$ cat src/hw/dac_host_pkg.sv
package dac_host_pkg;
  localparam int          DATA_W        = 12;
  localparam int          HALF_SCALE    = 2048;
  localparam int          FULL_SCALE    = 4096;
  localparam logic [11:0] MSB_MASK      = 12'h800;
  localparam logic [11:0] CODE_ZERO_OB  = 12'h800;
  localparam logic [11:0] DATA_RST      = 12'h000;
  localparam int          LOW_BYTE_W    = 8;
  localparam int          HIGH_NIB_W    = 4;
  // pin timing, ns
  localparam int          T_CS_SETUP_NS = 210;
  localparam int          T_WR_PULSE_NS = 210;
  localparam int          T_DS_NS       = 300;
  localparam int          T_DH_NS       = 10;
  localparam int          CLK_NS        = 4;
  localparam int          CS_SETUP_CYC  = (T_CS_SETUP_NS + CLK_NS - 1) / CLK_NS;
  localparam int          WR_PULSE_CYC  = (T_WR_PULSE_NS + CLK_NS - 1) / CLK_NS;
  localparam int          DS_CYC        = (T_DS_NS + CLK_NS - 1) / CLK_NS;
  localparam int          DH_CYC        = (T_DH_NS + CLK_NS - 1) / CLK_NS;
  localparam int          CNT_W         = 8;
  // code modes
  typedef enum logic [1:0] {
    MODE_UNIPOLAR = 2'h0,
    MODE_TWOS     = 2'h1,
    MODE_OFFSET   = 2'h2
  } code_mode_type;
  // wiring schemes
  typedef enum logic [1:0] {
    SCHEME_WIDE  = 2'h0,
    SCHEME_SPLIT = 2'h1,
    SCHEME_ADDR  = 2'h2
  } scheme_type;
  localparam int          ADDR_W        = 16;
  localparam int          SEL_W         = 4;
endpackage

$ cat src/hw/code_mapper.sv
`timescale 1ns/1ps
// turns a requested value into the word the converter switches expect
module code_mapper #(
  parameter int W = 12
) (
  input  wire logic                        clk_in,
  input  wire logic                        rst_in,
  input  wire logic [W-1:0]                value_in,
  input  wire dac_host_pkg::code_mode_type mode_in,
  output logic      [W-1:0]                code_out
);
  if (W != dac_host_pkg::DATA_W)
  begin : g_bad_width
    $error("code_mapper width must match converter");
  end

  logic [W-1:0] code_nxt;
  // two's complement becomes offset binary by flipping the msb only
  assign code_nxt = (mode_in == dac_host_pkg::MODE_TWOS) ? (value_in ^ dac_host_pkg::MSB_MASK)
                                                          : value_in;

  always_ff @(posedge clk_in or posedge rst_in)
  begin
    if (rst_in)
      code_out <= dac_host_pkg::DATA_RST;
    else
      code_out <= code_nxt;
  end
endmodule // code_mapper

$ cat src/hw/dac_write_host.sv
`timescale 1ns/1ps
////////////////////////////////////////////////////////////////////////////////
module dac_write_host #(
  parameter dac_host_pkg::scheme_type SCHEME = dac_host_pkg::SCHEME_WIDE,
  parameter logic [3:0]                DAC_SEL = 4'h1
) (
  input  wire logic                        clk_in,
  input  wire logic                        rst_in,
  input  wire logic                        req_valid_in,
  input  wire logic [11:0]                 req_value_in,
  input  wire dac_host_pkg::code_mode_type req_mode_in,
  output logic                             req_ready_out,
  output logic                             done_out,
  output logic [11:0]                      dac_data_out,
  output logic                             dac_wr_n_out,
  output logic                             dac_cs_n_out,
  output logic [15:0]                      bus_addr_out,
  output logic [7:0]                       bus_data_out,
  output logic                             nib_latch_we_out
);
  localparam int CW       = dac_host_pkg::CNT_W;
  // mapper output is one flop behind value_r
  localparam int MAP_WAIT = 1;

  // elaboration checks: the longest count must fit the counter
  if (dac_host_pkg::DS_CYC + dac_host_pkg::DH_CYC >= (1 << CW))
  begin : g_cnt_too_narrow
    $error("counter too narrow");
  end
  if (dac_host_pkg::CS_SETUP_CYC < 1 || dac_host_pkg::DH_CYC < 1)
  begin : g_count_zero
    $error("timing counts must be at least one");
  end

  typedef enum logic [6:0] {
    ST_IDLE  = 7'h01,
    ST_MAP   = 7'h02,
    ST_NIB   = 7'h04,
    ST_SETUP = 7'h08,
    ST_PULSE = 7'h10,
    ST_HOLD  = 7'h20,
    ST_DONE  = 7'h40
  } state_type;

  ////////////////////////////////////////////////////////////////////////////
  state_type        state_r;
  state_type        state_nxt;
  logic [CW-1:0]    cnt_r;
  logic [CW-1:0]    cnt_nxt;
  logic [1:0]       mode_r;
  logic [11:0]      value_r;
  logic [11:0]      mapped;
  logic             cnt_zero;
  logic [CW-1:0]    setup_load;
  logic [CW-1:0]    pulse_load;
  logic [CW-1:0]    hold_load;
  logic [15:0]      addr_word;
  logic             ready_nxt;
  logic             done_nxt;
  logic             nib_we_nxt;
  logic             word_load;
  logic             cs_n_nxt;
  logic             wr_n_nxt;
  logic [15:0]      addr_nxt;
  logic [15:0]      nib_addr;
  logic [7:0]       nib_byte;

  code_mapper #(.W(12)) u_map (
    .clk_in   (clk_in),
    .rst_in   (rst_in),
    .value_in (value_r),
    .mode_in  (dac_host_pkg::code_mode_type'(mode_r)),
    .code_out (mapped)
  );

  assign cnt_zero   = (cnt_r == '0);
  // select must lead the strobe; data must settle before the strobe rises
  assign setup_load = CW'(dac_host_pkg::CS_SETUP_CYC - 1);
  assign pulse_load = CW'((dac_host_pkg::WR_PULSE_CYC > dac_host_pkg::DS_CYC ?
                           dac_host_pkg::WR_PULSE_CYC : dac_host_pkg::DS_CYC) - 1);
  assign hold_load  = CW'(dac_host_pkg::DH_CYC - 1);
  // data lives in the low twelve address lines, selector in the top four
  assign addr_word  = {DAC_SEL, mapped};
  // the nibble goes to its own address, one above the word address
  assign nib_addr   = {DAC_SEL, 12'h001};
  assign nib_byte   = {4'h0, mapped[11:8]};
  assign addr_nxt   = (SCHEME == dac_host_pkg::SCHEME_ADDR) ? addr_word : {DAC_SEL, 12'h000};

  ////////////////////////////////////////////////////////////////////////////
  always_comb
  begin
    state_nxt = state_r;
    cnt_nxt   = cnt_zero ? cnt_r : cnt_r - CW'(1);
    unique case (state_r)
      ST_IDLE:
        if (req_valid_in)
        begin
          state_nxt = ST_MAP;
          cnt_nxt   = CW'(MAP_WAIT);
        end
      // wait until the mapper has registered the new value
      ST_MAP:
        if (cnt_zero)
        begin
          state_nxt = (SCHEME == dac_host_pkg::SCHEME_SPLIT) ? ST_NIB : ST_SETUP;
          cnt_nxt   = setup_load;
        end
      // nibble phase must not eat into the select lead time
      ST_NIB:
      begin
        state_nxt = ST_SETUP;
        cnt_nxt   = setup_load;
      end
      ST_SETUP:
        if (cnt_zero)
        begin
          state_nxt = ST_PULSE;
          cnt_nxt   = pulse_load;
        end
      ST_PULSE:
        if (cnt_zero)
        begin
          state_nxt = ST_HOLD;
          cnt_nxt   = hold_load;
        end
      ST_HOLD:
        if (cnt_zero)
          state_nxt = ST_DONE;
      ST_DONE:
        state_nxt = ST_IDLE;
      default:
        state_nxt = ST_IDLE;
    endcase
  end

  always_ff @(posedge clk_in or posedge rst_in)
  begin
    if (rst_in)
    begin
      state_r <= ST_IDLE;
      cnt_r   <= '0;
      mode_r  <= 2'h0;
      value_r <= dac_host_pkg::DATA_RST;
    end
    else
    begin
      state_r <= state_nxt;
      cnt_r   <= cnt_nxt;
      if (state_r == ST_IDLE && req_valid_in)
      begin
        value_r <= req_value_in;
        mode_r  <= req_mode_in;
      end
    end
  end

  ////////////////////////////////////////////////////////////////////////////
  // pins are registered so no decode glitch reaches the transparent latch
  assign ready_nxt  = (state_nxt == ST_IDLE);
  assign done_nxt   = (state_nxt == ST_DONE);
  assign nib_we_nxt = (state_nxt == ST_NIB);
  // data is driven on the same edge as select, before the strobe, held past strobe release
  assign word_load  = (state_nxt == ST_SETUP) && (state_r != ST_SETUP);
  assign cs_n_nxt   = !(state_nxt == ST_SETUP || state_nxt == ST_PULSE || state_nxt == ST_HOLD);
  // strobe low only inside the stable-data window
  assign wr_n_nxt   = !(state_nxt == ST_PULSE);

  always_ff @(posedge clk_in or posedge rst_in)
  begin
    if (rst_in)
    begin
      req_ready_out    <= 1'b0;
      done_out         <= 1'b0;
      nib_latch_we_out <= 1'b0;
    end
    else
    begin
      req_ready_out    <= ready_nxt;
      done_out         <= done_nxt;
      nib_latch_we_out <= nib_we_nxt;
    end
  end

  always_ff @(posedge clk_in or posedge rst_in)
  begin
    if (rst_in)
    begin
      dac_wr_n_out <= 1'b1;
      dac_cs_n_out <= 1'b1;
    end
    else
    begin
      dac_wr_n_out <= wr_n_nxt;
      dac_cs_n_out <= cs_n_nxt;
    end
  end

  // word, address and low byte stand until the next write
  always_ff @(posedge clk_in or posedge rst_in)
  begin
    if (rst_in)
    begin
      dac_data_out <= dac_host_pkg::DATA_RST;
      bus_addr_out <= 16'h0000;
      bus_data_out <= 8'h00;
    end
    else if (nib_we_nxt)
    begin
      bus_addr_out <= nib_addr;
      bus_data_out <= nib_byte;
    end
    else if (word_load)
    begin
      dac_data_out <= mapped;
      bus_addr_out <= addr_nxt;
      bus_data_out <= mapped[7:0];
    end
  end
endmodule // dac_write_host

$ cat config.mk
export PLATFORM = sky130hd
export DESIGN_NAME = dac_write_host
export DESIGN_NICKNAME = d
export VERILOG_FILES = /design/src/hw/dac_host_pkg.sv /design/src/hw/code_mapper.sv /design/src/hw/dac_write_host.sv
export SDC_FILE = /design/constraint.sdc
export NUM_CORES = 1
export LEC_CHECK = 0
export BUFFER_PORTS_ARGS = -buffer_cell sky130_fd_sc_hd__buf_2
export CELL_PAD_IN_SITES_DETAIL_PLACEMENT = 1
export CELL_PAD_IN_SITES_GLOBAL_PLACEMENT = 2
export CORE_MARGIN = 4
export CORE_UTILIZATION = 34
export CTS_BUF_LIST = sky130_fd_sc_hd__clkbuf_4 sky130_fd_sc_hd__clkbuf_8
export CTS_CLUSTER_DIAMETER = 80
export CTS_CLUSTER_SIZE = 14
export DETAILED_ROUTE_END_ITERATION = 12
export GPL_ROUTABILITY_DRIVEN = 0
export HOLD_SLACK_MARGIN = 0.08
export PLACE_DENSITY = 0.89
export SYNTH_ARGS = -nofsm -noshare
export SYNTH_HDL_FRONTEND = slang
export SYNTH_SLANG_ARGS = --single-unit
$ cat constraint.sdc
create_clock -name clk_in -period 2.4 [get_ports clk_in]
set_clock_uncertainty 0.15 [all_clocks]
set_input_delay 0 -clock clk_in [delete_from_list [all_inputs] [get_ports clk_in]]
set_output_delay 0 -clock clk_in [all_outputs]
set_load 0.05 [all_outputs]
======== Word level (Yosys, flattened, before mapping) ========
Cells that the tools add are included.
storage, ports and cells
  flip-flop bits (word level) ............. 82
  bits of input ports ..................... 17
  output and inout port bits .............. 41
  word-level logic and storage cells ...... 56
cells by class
  $add $sub $neg .......................... 1
  eq/ne operators ......................... 14
  mux-type cells .......................... 17
  bitwise logic cells ..................... 2
  reductions and logical operators ........ 9
operators by type and width
  kind                 number
  $mux 8               7
  $pmux 7 s6           1
  $pmux 8 s5           1
  $mux 7               5
  $mux 16              2
  $eq 7x1->1 const B   2
  $eq 7x3->1 const B   2
  $eq 7x4->1 const B   2
  $eq 7x5->1 const B   2
  $eq 7x6->1 const B   2
  $mux 12              1
  $logic_not 8->1      1
  $sub 8x1->8 const B  1
  $eq 7x2->1 const B   1
  $eq 7x7->1 const B   1
  $ne 7x4->1 const B   1
  $eq 2x1->1 const B   1
  $logic_and 1x1->1    2
  $logic_not 1->1      2
  $logic_or 1x1->1     2
  $not 1->1            2
  $reduce_and 2->1     1
  $reduce_bool 2->1    1

======== Depth between registers and ports, before layout ========
  depth in word-level cells ............... 7
  mapped depth ............................ 9
  depth with buffers taken out ............ 8

======== Hierarchy ========
Synthesis repeated with hierarchy kept, for this count alone.
second synthesis, totals
  cells, all modules ...................... 224
  area, all modules ....................... 2961.6 um^2
by module, submodules not included
  module          instances  cells an instance  area an instance (um^2)  seq. area each (um^2)
  dac_write_host  1          209                2627.5                   1405.1
  code_mapper     1          15                 334.1                    300.3

======== Worst setup path after synthesis ========
No wires, ideal clock.
  path type ............................... register to register
  start ................................... register cnt_r[5]
  end ..................................... register cnt_r[0]
  data arrival time ....................... 2124 ps
  required time ........................... 2182 ps
  path slack .............................. 58 ps
  stages on the path, launching flop included .. 8
  buffers on the path ..................... 1
  period minus slack after synthesis ...... 2342 ps
  cell sequence ........................... dfrtp_1 or4_4 nor3_4 inv_1 buf_2 ha_1 or3_1 nand3_1
between the ends
  word-level cells in the longest chain between the ends .. 4
  elaborated cells on any way between the ends .. 7
  classes of those cells .................. 6 x mux; 1 x reduce/logical
ends and longest elaborated chain
  what                              line                   RTL
  start: declaration                dac_write_host.sv:48   logic [CW-1:0] cnt_r;
  start signal: assignment          dac_write_host.sv:148  cnt_r <= cnt_nxt;
  $logic_not 8->1 *                 dac_write_host.sv:76   assign cnt_zero = (cnt_r == '0);
  $mux 8                            dac_write_host.sv:93   cnt_nxt = cnt_zero ? cnt_r : cnt_r - CW'(1);
  $mux 8, on equally long branches  n/a
  $pmux 8 s5 *                      dac_write_host.sv:94   unique case (state_r)
  named net cnt_nxt[0]              dac_write_host.sv:49   logic [CW-1:0] cnt_nxt;
The timed path passes the listed nets; every way through them passes the cells marked *.
A chain may end at the register's enable or synchronous reset.

======== Worst setup path in the final report ========
  start ................................... register cnt_r[4]
  end ..................................... register bus_data_out[1]
between the ends
  word-level cells in the longest chain between the ends .. 6
  elaborated cells on any way between the ends .. 11
  classes of those cells .................. 2 x eq/ne; 6 x mux; 3 x reduce/logical
ends and longest elaborated chain
  what                                line                   RTL
  $logic_not 8->1 *                   dac_write_host.sv:76
  $mux 7, on equally long branches    n/a
  $pmux 7 s6 *                        dac_write_host.sv:94
  $eq 7x4->1                          dac_write_host.sv:163  assign word_load = (state_nxt == ST_SETUP) && (state_r != ST_SETUP);
  $logic_and 1x1->1                   dac_write_host.sv:163
  $reduce_bool 2->1 (no source line)  n/a
  end signal: assignment              dac_write_host.sv:210  bus_data_out <= nib_byte;
  end signal: assignment              dac_write_host.sv:216  bus_data_out <= mapped[7:0];
  end: declaration                    dac_write_host.sv:18   output logic [7:0] bus_data_out,
Mark *: on every way between the ends. The rest lies on a longest branch, timed or not.

==> flow_summary.ini <==
[route]
drt_wl_total_um = 6010
dr.pass1.iters = 4
drc_errors = 0
drt-initial-drc-count = 57
avgRoutedWirePerCell_um = 15.1
vias = 1903
routed_via_density = 4.77
ant_nets = 0

[critical_path]
criticalPathCategory = register to register
worstPathArrival_ns = 2.36
setup.worst_path.end_class = register
cp.required_ns = 2.46
cp_max_fo = 16
rr_startpoint = cnt_r[4]
crit_path_start_kind = register
startpoint = cnt_r[4]

[cts]
cts_resized = 0
cts_buffers = 9
clkSlewWorstSetupHoldPaths_ns = 0.07
cts_sinks = 68
cts-root-buf = clkbuf_8
cts_tree = built
cts_max_level = 3
ctsHoldBuffers = 16
cts_setup_buffers = 0
clk_latency_ns = 0.33
cts_max_path_buffers = 2

[layout]
drive_above_1_share = 0.378
final_util = 0.432
syn2layout_area_growth_pct = 22.7
fillers = 887
finalNonFillerCells = 399
final_nets = 308
antennaDiodeCount = 0

[yosys]
netlist_instances = 219
ys_ff_latch = 68
synth_edf_count = 0
synth_top_area_cell = dfrtp_1
ys_seq_area_frac = 0.586
synth_warnings = 0
synth_area_leaders = dfrtp_1, mux2_2, mux2_4
netlist_area_um2 = 2910
synth_most_common_cell = dfrtp_1
avgSynthCellArea_um2 = 13.3
synthTopCellsByCount = dfrtp_1, mux2_2, buf_4
synthFlopType = dfrtp_1
synthArstFlopShare = 1.00
yosys.cell_types.count = 49
yosys.area.top_type_share = 0.559

[power]
ir_worst_vdd_mv = 0.407
power_density_nw_per_um2 = 1350
power_mw = 4.82
p_leak_nw = 1.63

[timing]
setup_tns_ns = 0
setup_viol = 0
fmax_mhz = 436
max_slew_margin = 0.584
tightest_slew_ns = 0.624
fin_crit_sh = 0.956
finalHoldViolCount = 0
period_minus_slack_ns = 2.29
slew_viol_final = 0
rsz0062_at_grt = false

[placed_design]
placed_cells = 367
hpwl_um = 4250
portBuffers = 43

[floorplanning]
fp.dieW_um = 100
die-area_um2 = 10100
rows = 33
io_pins = 58
core-area_um2 = 8260
start_util = 0.352
die_h_um = 100

[global_route]
grt_max_degree = 28
overflow = 0
antenna_found_initial = 0
grt_pass1_vias = 2020
grt_util_all_layers = 0.127
grt_pass1_wl_um = 9920

[job]
drv_cap = 0

[run_status]
status = complete, no violations

[hold_path]
hold_path_class = input pin to async pin
## routing by layer
layer | track usage | vias to the layer above | part of all wire
li1 | - | 882 | -
met1 | 0.155 | 960 | 0.43
met2 | 0.209 | 51 | 0.49
met3 | 0.0339 | 10 | 0.057
met4 | 0.0560 | 0 | 0.020
met5 | 0 | - | 0
## worst max-delay path, cell delays in order (launching register included)
cell	delay, ns
dfrtp_1	0.43
or4_4	0.57
nor3_4	0.22
a31o_1	0.29
buf_12	0.19
mux2_1	0.33
## area by class of cell
cell class	instances	area [µm²]	area share
sequential	68	1710	0.478
multi-input combinational	135	1050	0.296
timing repair buffer	69	475	0.133
clock buffer	12	153	0.0428
tap	105	131	0.0368
clock inverter	4	25.0	0.00702
inverter	6	22.5	0.00631
## cell usage in the layout, fill, tap and decap left out, drive strengths merged, types with 4 or more instances in the layout
| cell | count |
|---|---|
| dfrtp | 65 |
| o21ai | 5 |
| nand2b | 4 |
| buf | 53 |
| nor4 | 4 |
| nor2 | 10 |
| nand2 | 6 |
| inv | 6 |
| nor3 | 8 |
| mux2 | 35 |
| clkbuf | 12 |
| dlygate4sd3 | 16 |
| nand3 | 4 |
| conb | 16 |
## sequential cells by signal (all words and copies together) (netlist names), 2 cells and up
name / flops
value_r: 12
state_r: 7
mode_r: 2
u_map.code_out: 12
bus_addr_out: 2
bus_data_out: 8
cnt_r: 8
dac_data_out: 12
## path summary, 6_finish.rpt
check | end | cells past startpoint | slack, ns
min in group clk_in | u_map.code_out[6] | 0 | 0.22
min reg2reg | u_map.code_out[6] | 0 | 0.22
min | bus_data_out[7] | 3 | 0.11
max in group asynchronous | u_map.code_out[2] | 4 | 1.22
max reg2reg | bus_data_out[1] | 5 | 0.11
max | bus_data_out[1] | 5 | 0.11
## kinds of logic after synthesis
kind of cell / Yosys count / synth area share
compound gates: 24 / 0.0607
other cells: 1 / 0.00129
xor+xnor: 6 / 0.0181
flops: 68 / 0.586
simple gates: 52 / 0.106
fa+ha+maj: 2 / 0.00860
mux: 35 / 0.148
buf+inv: 31 / 0.0701
## per-stage QoR
| stage | setup slack, ns | hold WS [ns] | cell area [µm²] |
|---|---|---|---|
| floorplan | 0.0579 | 0.000496 | 2960 |
| global placement | 0.181 | -0.0620 | 3230 |
| detailed placement | 0.100 | -0.0611 | 3230 |
| CTS | 0.0806 | 0.120 | 3570 |
| global route | 0.0488 | 0.163 | 3570 |
| finish | 0.105 | 0.110 | 3570 |
## report_power, final
group	switching, mW	internal (mW)	leakage [nW]
Clock	0.425	0.423	0.0892
Combinational	1.27	0.784	0.725
Sequential	0.276	1.64	0.819
Total	1.97	2.85	1.63
Note: power is estimated with default switching activity, not from simulation.
